===== src/design/hsl_lane_regs.svh =====
`ifndef HSL_LANE_REGS_SVH
`define HSL_LANE_REGS_SVH
// register byte offsets
`define HSL_CTRL_OFS 4'h0
`define HSL_STATUS_OFS 4'h4
`define HSL_DELAY_OFS 4'h8
// control field positions
`define HSL_CTRL_WIDTH_LSB 0
`define HSL_CTRL_REFCLK_BIT 4
`define HSL_CTRL_ALIGN_BIT 5
`define HSL_CTRL_QUEUE_BIT 6
`define HSL_CTRL_HALF_BIT 7
`define HSL_CTRL_MIPI_BIT 8
`define HSL_CTRL_FAST_BIT 9
`define HSL_CTRL_CLKLANE_BIT 10
`define HSL_CTRL_TERMDYN_BIT 11
// status field positions
`define HSL_STAT_LOCK_BIT 0
`define HSL_STAT_VACANT_BIT 1
`define HSL_STAT_FULL_BIT 2
`define HSL_STAT_REPORT_LSB 8
// reset values and counts
`define HSL_CTRL_RESET 12'h008
`define HSL_MAX_WIDTH 10
`define HSL_MIPI_WIDTH 4'h8
`define HSL_QUEUE_DEPTH 8
`define HSL_GOOD_WORDS 4
`define HSL_DELAY_MAX 6'h3f
`endif


===== src/design/hsl_pkg.sv =====
package hsl_pkg;
	typedef enum logic [1:0]
	{
		ALIGN_IDLE = 2'b00,
		ALIGN_SCAN = 2'b01,
		ALIGN_LOCK = 2'b11
	} hsl_align_e;
	typedef logic [5:0] hsl_delay_t;
endpackage


===== src/design/hsl_lane.sv =====
`timescale 1ns/1ps
`include "hsl_lane_regs.svh"
module hsl_lane
#(
	parameter int MAX_WIDTH = `HSL_MAX_WIDTH,
	parameter int QUEUE_DEPTH = `HSL_QUEUE_DEPTH,
	parameter int GOOD_WORDS = `HSL_GOOD_WORDS
)
(
	input wire logic clk,
	input wire logic reset,
	input wire logic [3:0] regAddr,
	input wire logic [31:0] regWrData,
	input wire logic regWr,
	input wire logic regRd,
	output logic [31:0] regRdData,
	input wire logic [MAX_WIDTH-1:0] txWord,
	input wire logic txPathClear,
	input wire logic driveOn,
	output logic serialOut,
	output logic serialOutN,
	output logic serialOe,
	input wire logic serialIn,
	input wire logic rxBufferOn,
	input wire logic termControl,
	output logic termEnable,
	input wire logic rxPathClear,
	output logic [MAX_WIDTH-1:0] rxWord,
	input wire logic delayAdjustOn,
	input wire logic delayDirection,
	input wire logic delayClear,
	output logic alignLocked,
	output hsl_pkg::hsl_delay_t alignDelayReport,
	input wire logic queueRead,
	output logic [MAX_WIDTH-1:0] queueData,
	output logic queueVacant,
	output logic wordTick,
	output logic bitTick,
	output logic bitClockOut
);
	import hsl_pkg::*;
	localparam int PW = $clog2(QUEUE_DEPTH);

	logic [11:0] ctrl_reg;
	logic [3:0] bitCnt_reg;
	logic [3:0] widthEff;
	logic [MAX_WIDTH-1:0] widthMask;
	logic [MAX_WIDTH-1:0] txShift_reg;
	logic [MAX_WIDTH-1:0] rxShift_reg;
	logic [MAX_WIDTH-1:0] rxWord_reg;
	logic [8:0] hist_reg;
	logic sampleIn;
	logic lastIn_reg;
	logic delayedBit;
	logic edgeSeen_reg;
	logic edgeNow;
	hsl_delay_t delay_reg;
	hsl_delay_t report_reg;
	hsl_align_e align_reg;
	logic [3:0] good_reg;
	logic [MAX_WIDTH-1:0] queueMem [QUEUE_DEPTH];
	logic [PW:0] wrPtr_reg;
	logic [PW:0] rdPtr_reg;
	logic [MAX_WIDTH-1:0] queueData_reg;
	logic queueFull;
	logic queuePush;
	logic rxValid;
	logic bitClk_reg;
	logic wordDone_reg;
	logic [31:0] rdData_reg;

	wire refClkMode = ctrl_reg[`HSL_CTRL_REFCLK_BIT];
	wire autoAlign = ctrl_reg[`HSL_CTRL_ALIGN_BIT];
	wire queueOn = ctrl_reg[`HSL_CTRL_QUEUE_BIT];
	wire halfRate = ctrl_reg[`HSL_CTRL_HALF_BIT];
	wire mipiLane = ctrl_reg[`HSL_CTRL_MIPI_BIT];
	wire mipiFast = ctrl_reg[`HSL_CTRL_FAST_BIT];
	wire clockLane = ctrl_reg[`HSL_CTRL_CLKLANE_BIT];
	wire termDynamic = ctrl_reg[`HSL_CTRL_TERMDYN_BIT];

	// configuration writes
	always_ff @(posedge clk)
	begin
		if (reset)
			ctrl_reg <= `HSL_CTRL_RESET;
		else if (regWr && regAddr == `HSL_CTRL_OFS)
			ctrl_reg <= regWrData[11:0];
	end

	// read data stands only in the cycle after the strobe
	always_ff @(posedge clk)
	begin
		if (reset || !regRd)
			rdData_reg <= 32'h0;
		else
			case (regAddr)
				`HSL_CTRL_OFS: rdData_reg <= {20'h0, ctrl_reg};
				`HSL_STATUS_OFS: rdData_reg <= {18'h0, report_reg,
					5'h0, queueFull, queueVacant, alignLocked};
				`HSL_DELAY_OFS: rdData_reg <= {26'h0, delay_reg};
				default: rdData_reg <= 32'h0;
			endcase
	end
	assign regRdData = rdData_reg;

	always_comb
	begin
		widthEff = ctrl_reg[3:0];
		if (mipiLane)
			widthEff = mipiFast ? `HSL_MIPI_WIDTH : 4'h1;
		else if (widthEff == 4'h0 || widthEff > 4'(MAX_WIDTH))
			widthEff = 4'(MAX_WIDTH);
	end

	// only the low widthEff bits are live
	generate
		for (genvar i = 0; i < MAX_WIDTH; i++)
		begin : g_mask
			assign widthMask[i] = (i < widthEff);
		end
	endgenerate

	// a switched-off input buffer reads as idle
	assign sampleIn = rxBufferOn & serialIn;
	// termination follows the control only in dynamic mode
	assign termEnable = termDynamic ? termControl : 1'b1;

	always_ff @(posedge clk)
	begin
		if (reset)
			lastIn_reg <= 1'b0;
		else
			lastIn_reg <= sampleIn;
	end

	// a clock lane steps on rising edges of the incoming clock
	assign bitTick = (mipiLane && clockLane) ? (sampleIn & ~lastIn_reg)
		: 1'b1;
	// one word tick every widthEff bits
	assign wordTick = bitTick && (bitCnt_reg >= widthEff - 4'h1);

	// word timing from one divider that counts bit ticks
	always_ff @(posedge clk)
	begin
		if (reset)
			bitCnt_reg <= 4'h0;
		else if (wordTick)
			bitCnt_reg <= 4'h0;
		else if (bitTick)
			bitCnt_reg <= bitCnt_reg + 4'h1;
	end

	// half rate toggles per bit, full rate pulses per bit
	always_ff @(posedge clk)
	begin
		if (reset)
			bitClk_reg <= 1'b0;
		else if (!bitTick)
			bitClk_reg <= halfRate ? bitClk_reg : 1'b0;
		else
			bitClk_reg <= halfRate ? ~bitClk_reg : 1'b1;
	end
	assign bitClockOut = bitClk_reg;

	// load masked word, shift out lsb first
	always_ff @(posedge clk)
	begin
		if (reset || txPathClear)
			txShift_reg <= '0;
		// reference clock sends ones then zeros
		else if (wordTick && refClkMode)
			txShift_reg <= widthMask >> (widthEff - (widthEff >> 1));
		else if (wordTick)
			txShift_reg <= txWord & widthMask;
		else if (bitTick)
			txShift_reg <= txShift_reg >> 1;
	end

	// slow signaling passes the fabric bit straight through
	assign serialOut = (mipiLane && !mipiFast) ? txWord[0] : txShift_reg[0];
	assign serialOutN = ~serialOut;
	// pad driven only while drive-on is high
	assign serialOe = driveOn;

	// sample history acts as the delay chain
	always_ff @(posedge clk)
	begin
		if (reset)
			hist_reg <= 9'h0;
		else if (bitTick)
			hist_reg <= {hist_reg[7:0], sampleIn};
	end
	assign delayedBit = hist_reg[delay_reg[2:0]];
	assign edgeNow = delayedBit != hist_reg[4'(delay_reg[2:0]) + 4'h1];

	always_ff @(posedge clk)
	begin
		if (reset || wordTick)
			edgeSeen_reg <= 1'b0;
		else if (bitTick && edgeNow)
			edgeSeen_reg <= 1'b1;
	end

	// clear resets the counter; enable gates manual steps and starts the scan
	always_ff @(posedge clk)
	begin
		if (reset || delayClear)
			delay_reg <= '0;
		else if (!autoAlign && delayAdjustOn && wordTick)
		begin
			if (delayDirection && delay_reg != `HSL_DELAY_MAX)
				delay_reg <= delay_reg + 6'h1;
			else if (!delayDirection && delay_reg != 6'h0)
				delay_reg <= delay_reg - 6'h1;
		end
		else if (align_reg == ALIGN_SCAN && wordTick
			&& (edgeSeen_reg || edgeNow))
			delay_reg <= delay_reg + 6'h1;
	end

	// scan until enough clean words, then lock
	always_ff @(posedge clk)
	begin
		if (reset || delayClear || !autoAlign)
		begin
			align_reg <= ALIGN_IDLE;
			good_reg <= 4'h0;
		end
		else
			case (align_reg)
				ALIGN_IDLE:
					if (delayAdjustOn)
						align_reg <= ALIGN_SCAN;
				ALIGN_SCAN:
					if (wordTick)
					begin
						if (edgeSeen_reg || edgeNow)
							good_reg <= 4'h0;
						else if (good_reg == 4'(GOOD_WORDS - 1))
							align_reg <= ALIGN_LOCK;
						else
							good_reg <= good_reg + 4'h1;
					end
				ALIGN_LOCK: align_reg <= ALIGN_LOCK;
				default: align_reg <= ALIGN_IDLE;
			endcase
	end
	assign alignLocked = align_reg == ALIGN_LOCK;

	always_ff @(posedge clk)
	begin
		if (reset || delayClear)
			report_reg <= '0;
		else if (align_reg == ALIGN_SCAN && wordTick && !edgeSeen_reg
			&& !edgeNow && good_reg == 4'(GOOD_WORDS - 1))
			report_reg <= delay_reg;
	end
	assign alignDelayReport = report_reg;

	// deserialize, newest bit at the top of the word
	always_ff @(posedge clk)
	begin
		if (reset || rxPathClear)
		begin
			rxShift_reg <= '0;
			rxWord_reg <= '0;
		end
		else if (bitTick)
		begin
			rxShift_reg <= {delayedBit, rxShift_reg[MAX_WIDTH-1:1]};
			if (wordTick)
				rxWord_reg <= ({delayedBit, rxShift_reg[MAX_WIDTH-1:1]}
					>> (4'(MAX_WIDTH) - widthEff)) & widthMask;
		end
	end
	assign rxWord = rxWord_reg;
	assign rxValid = !autoAlign || alignLocked;

	assign queueFull = (wrPtr_reg[PW] != rdPtr_reg[PW])
		&& (wrPtr_reg[PW-1:0] == rdPtr_reg[PW-1:0]);
	// vacant whenever no word is held
	assign queueVacant = wrPtr_reg == rdPtr_reg;
	assign queuePush = queueOn && rxValid && !queueFull && wordDone_reg
		&& !rxPathClear;

	// push the word in the cycle after it lands in rxWord_reg
	always_ff @(posedge clk)
	begin
		if (reset || rxPathClear)
			wordDone_reg <= 1'b0;
		else
			wordDone_reg <= wordTick;
	end

	always_ff @(posedge clk)
	begin
		if (queuePush)
			queueMem[wrPtr_reg[PW-1:0]] <= rxWord_reg;
	end

	always_ff @(posedge clk)
	begin
		if (reset || rxPathClear)
			wrPtr_reg <= '0;
		else if (queuePush)
			wrPtr_reg <= wrPtr_reg + 1'b1;
	end

	// the queue advances only on a read request
	always_ff @(posedge clk)
	begin
		if (reset || rxPathClear)
		begin
			rdPtr_reg <= '0;
			queueData_reg <= '0;
		end
		else if (queueRead && !queueVacant)
		begin
			queueData_reg <= queueMem[rdPtr_reg[PW-1:0]];
			rdPtr_reg <= rdPtr_reg + 1'b1;
		end
	end
	assign queueData = queueData_reg;
endmodule


===== config.mk =====
export PLATFORM = sky130hd
export DESIGN_NAME = hsl_lane
export DESIGN_NICKNAME = d
export VERILOG_FILES = /design/src/design/hsl_pkg.sv /design/src/design/hsl_lane.sv
export VERILOG_INCLUDE_DIRS = /design/src /design/src/design
export SDC_FILE = /design/constraint.sdc
export NUM_CORES = 1
export LEC_CHECK = 0
export CORE_ASPECT_RATIO = 2
export CORE_MARGIN = 3
export CORE_UTILIZATION = 55
export DETAILED_ROUTE_END_ITERATION = 10
export DONT_BUFFER_PORTS = 1
export GPL_ROUTABILITY_DRIVEN = 0
export PLACE_DENSITY = 0.7
export REMOVE_ABC_BUFFERS = 1
export SLEW_MARGIN = 30
export SYNTH_ARGS = -nofsm -noshare
export SYNTH_HDL_FRONTEND = slang
export SYNTH_SLANG_ARGS = --single-unit

===== constraint.sdc =====
create_clock -name clk -period 5.7 [get_ports clk]
set_clock_uncertainty 0.2 [all_clocks]
set_input_delay 1.14 -clock clk [delete_from_list [all_inputs] [get_ports clk]]
set_output_delay 1.14 -clock clk [all_outputs]
set_load 0.1 [all_outputs]

Word level (Yosys, flattened, before mapping)
Memory sizes are Yosys's and may differ from the RTL's. A register that Yosys moved wholly into a read port is not among the register bits.
Cells that the tools add are included.

storage, ports and cells
  register bits after elaboration = 117
  memory bits (writable) = 80
  input bits = 60
  logic and storage cells = 148
  memories kept = 1

operators by class
  add/sub/neg operators = 10
  magnitude comparators = 14
  equal/unequal tests = 17
  shifts and indexed selects = 2
  multiplexer cells = 30
  bitwise gates (word level) = 7
  reductions and logical operators = 50

memory list
  memory    words  width  rd ports  clocked after Yosys merged registers in  write ports  line            text
  queueMem  8      10     1         1                                        1            hsl_lane.sv:61  logic [MAX_WIDTH-1:0] queueMem [QUEUE_DEPTH];

operators by type and width
  cell                   number
  $pmux W14 S3           1
  $mux W10               3
  $mux W6                4
  $logic_and A1 B1 Y1    21
  $and A10 B10 Y10       2
  $mux W4                5
  $shr A10 B4 Y10        2
  $add A4 B1 Y4 const B  4
  $lt A3 B4 Y1 const A   4
  $ne A2 B2 Y1 const B   6
  $mux W1                10
  $logic_not A1 Y1       9
  $logic_or A1 B1 Y1     9
  $logic_not A4 Y1       2
  $lt A1 B4 Y1 const A   2
  $lt A2 B4 Y1 const A   2
  $lt A4 B4 Y1 const A   2
  $mux W2                4
  $add A6 B1 Y6 const B  1
  $ne A6 B6 Y1 const B   1
  $pmux W2 S3            1
  $reduce_bool A6 Y1     1
  $sub A6 B1 Y6 const B  1
  $lt A3 B5 Y1 const B   1
  other kinds (27)       32

Depth between registers and ports, before layout
  word-level depth = 11
  mapped depth = 17
  gate-level depth less buffers = 14

Worst setup path before layout
No wires, ideal clock.

  path kind = register to output
  start point = reg rdPtr_reg[0]
  end point = out queueVacant
  data arrival time = 3940 ps
  required time = 4360 ps
  setup slack = 420 ps
  stages on the path, launching flop included = 4
  cell sequence = dfxtp_1 -> clkbuf_1 -> xor2_1 -> nor4b_1

between the ends
  cells in the longest elaborated chain, start to end = 1

RTL lines
  what                    line             text
  from (decl)             hsl_lane.sv:63   logic [PW:0] rdPtr_reg;
  from (signal assigned)  hsl_lane.sv:320  rdPtr_reg <= rdPtr_reg + 1'b1;
  $eq A4 B4 Y1            hsl_lane.sv:282  assign queueVacant = wrPtr_reg == rdPtr_reg;
  to (decl)               hsl_lane.sv:36   output logic queueVacant,

No other way between the ends.

Worst setup path after layout
  start point = reg ctrl_reg[8]
  end point = out wordTick

between the ends
  cells in the longest elaborated chain, start to end = 4
  elaborated cells between the ends (all ways) = 6

RTL lines
  what                    line             text
  from (decl)             hsl_lane.sv:44   logic [11:0] ctrl_reg;
  from (signal assigned)  hsl_lane.sv:85   ctrl_reg <= `HSL_CTRL_RESET;
  from (signal assigned)  hsl_lane.sv:87   ctrl_reg <= regWrData[11:0];
  $mux W4                 hsl_lane.sv:109  if (mipiLane)
  $sub A4 B1 Y4           hsl_lane.sv:140  assign wordTick = bitTick && (bitCnt_reg >= widthEff - 4'h1);
  $ge A4 B4 Y1            hsl_lane.sv:140
  $logic_and A1 B1 Y1 *   hsl_lane.sv:140
  to (decl)               hsl_lane.sv:37   output logic wordTick,

Every way passes the cells marked *; elsewhere a longest branch is shown, timed or not.

==> summary.txt <==
status: complete, no violations
CP arrival: 3.88 ns
initial antenna violation count: 0
die height: 187 um
CP startpoint kind: flip-flop
I/O pins: 127
Yosys cell types: 74
post-synthesis cell area: 0.00901 mm^2
Mapped Cells: 848
Post-CTS Setup Inserts: 0
RSZ-0062 raised after global routing: no
die area: 0.0181 mm^2
max-cap viol count: 0
Hold WC Path Type: reg -> reg
grt ovf: 0
GRT Total Usage: 0.242
PortBufs: 0
Worst-Margin Slew: 1.04 ns
CP Class: reg -> out
Worst Setup EP: wordTick
PostCTS Resize Cnt: 0
register area share after synthesis: 0.506
Synth Flop Type: dfxtp_1
# nets final: 914
number of synthesized flops with an enable pin: 80
Setup crit start: ctrl_reg[8]$_SDFFE_PP0P_
Clock Tree Root: clkbuf_16
DRT Wirelength: 21.5 mm
Row Count: 65
via count: 6,540
#FFs+latches synth: 188
element type at the critical path end: output pin
Slew Viols, Final: 0
Max clock buf depth: 2
Rel. slew slack: 0.305
Period minus WS final: 5.22 ns
YS warnings: 0
dpl cells: 1,013
most frequent cells in the layout: nand2_1 (119), dfxtp_1 (105), edfxtp_1 (80)
CTS Hold Bufs: 0
FILL cells: 1,281
Avg WL per Cell: 20.6 um
Critical Path RT: 4.36 ns
DPL Wire Length: 15.8 mm
Critical R2R Launch: ctrl_reg[8]$_SDFFE_PP0P_
Post-Route Setup TNS: 0 ns
initial core utilization: 0.565
Die Wd: 96.5 um
final core utilization: 0.615
Hold Slack: 0.260 ns
max FFs per register: 80
area grow syn2layout: 8.75%
CTS buffer count: 17
reg-to-reg endpoint: delay_reg[5]$_SDFFE_PP0P_
Finished Layout Cells: 1,045
FMAX: 0.192 GHz
ys async rst share: 0
# DRC: 0
total chip power: 2.75 mW
Worst-path clk slew: 0.07 ns
Leakage: 3.31 nW
first-pass GRT wire length: 33.6 mm
First-pass DRT Iterations: 6
Final period util: 0.915
vias in the first global route: 6,528
Final Hold Vio Count: 0
worst-path maximum fanout: 16
# clock sinks: 188
Final setup viols: 0
R2R depth: 13
Worst-Skew Late Latency: 0.43 ns
n_diodes: 0
Syn Area/Cell: 10.6 um^2
CTS tree: built
DRT iter0 DRCs: 432
core footprint: 0.0159 mm^2
H-tree lvl count: 4
worst vdd ir: 0.218 mV
routed vias/inst: 6.26
Cell Pwr Density: 281 mW/mm^2
layout cell share with drive strength beyond 1: 0.142
commonest non-fill, non-tap cell in the layout: nand2_1
R2R setup slack: 0.96 ns
Routed Antenna Nets: 0
largest net degree at the start of global routing: 38
routing by layer:
layer / up-vias / routed length, um / GRT usage
met5: - / 0 / 0
met4: 0 / 1050 / 0.127
met3: 79 / 1240 / 0.0467
met2: 253 / 11900 / 0.439
met1: 3180 / 7390 / 0.252
li1: 3028 / - / -
worst min path at each step:
| stage | slack [ns] | depth (start not counted) | endpoint | startpoint |
|---|---|---|---|---|
| 2_1_floorplan | 0.23 | 2 | rxShift_reg[1]$_SDFFE_PP0P_ | rxShift_reg[1]$_SDFFE_PP0P_ |
| 3_3_place_gp | 0.24 | 2 | txShift_reg[1]$_SDFFE_PP0P_ | txShift_reg[1]$_SDFFE_PP0P_ |
| 3_5_place_dp | 0.25 | 1 | rxWord[2]$_SDFFE_PP0P_ | rxWord[2]$_SDFFE_PP0P_ |
| 4_1_cts | 0.26 | 2 | rxWord[5]$_SDFFE_PP0P_ | rxWord[5]$_SDFFE_PP0P_ |
| 5_1_grt | 0.28 | 1 | rxWord[2]$_SDFFE_PP0P_ | rxWord[2]$_SDFFE_PP0P_ |
| 6_report | 0.26 | 2 | rxWord[5]$_SDFFE_PP0P_ | rxWord[5]$_SDFFE_PP0P_ |
synth_stat cells, types with 7 or more instances:
cell      count  area share
nor2b_1       7      0.0049
mux2i_1      37       0.041
ha_1         22       0.031
dfxtp_1     108        0.24
nor2_1       66       0.027
buf_1         8      0.0033
nand4_1       9      0.0062
o21ai_0      22       0.012
a21oi_1      66       0.037
inv_1        15      0.0062
nor3_1       17      0.0094
mux4_2       29       0.072
or3_1         9      0.0062
edfxtp_1     80        0.27
xor2_1        9      0.0087
clkbuf_1     36       0.015
xnor2_1      12       0.012
buf_4        19       0.016
nand2_1     119       0.050
nand2b_1      9      0.0062
a22oi_1      10      0.0083
a31oi_1      11      0.0076
a211oi_1     11      0.0092
nand3_1      17      0.0094
and3_1        9      0.0062
cell type report:
class                           count  area, um^2  share of cell area
Timing Repair Buffer               18         155              0.0158
Sequential cell                   188        4570               0.466
Clock inverter                     14         170              0.0174
Tap cell                          201         251              0.0257
Multi-Input combinational cell    589        4150               0.424
Inverter                           17        65.1             0.00664
Clock buffer                       18         439              0.0448
where the power goes:
| part | switching [mW] | total, mW | leakage [nW] | internal [mW] |
|---|---|---|---|---|
| Clock | 0.578 | 1.18 | 0.297 | 0.606 |
| Combinational | 0.122 | 0.160 | 1.47 | 0.0382 |
| Sequential | 0.0111 | 1.41 | 1.54 | 1.40 |
| Total | 0.711 | 2.75 | 3.31 | 2.04 |
metrics by stage:
step           setup WS, ns  instance area [um^2]
6_report              0.482                  9800
5_1_grt               0.313                  9800
4_1_cts               0.493                  9770
3_5_place_dp          0.982                  9160
3_3_place_gp           1.06                  9150
2_1_floorplan         -1.07                  8710
worst max-delay path, cell delays in order, from the launching register on:
cell,delay [ns]
dfxtp_1,0.57
nor2b_1,0.38
a31oi_1,0.08
buf_4,0.22
ha_1,0.64
ha_1,0.33
a2111oi_1,0.52
or3_4,0.36
inv_1,0.09
buf_4,0.25
cell families after synthesis:
group / share of synthesized area
other: 0.000416
AO/OA/AOI/OAI: 0.116
buffers and inverters: 0.0478
multiplexers: 0.119
adder cells (fa/ha/maj): 0.0328
flip-flops: 0.506
XOR/XNOR: 0.0204
AND/OR/NAND/NOR: 0.157
Power figures use the tool's default switching activity.
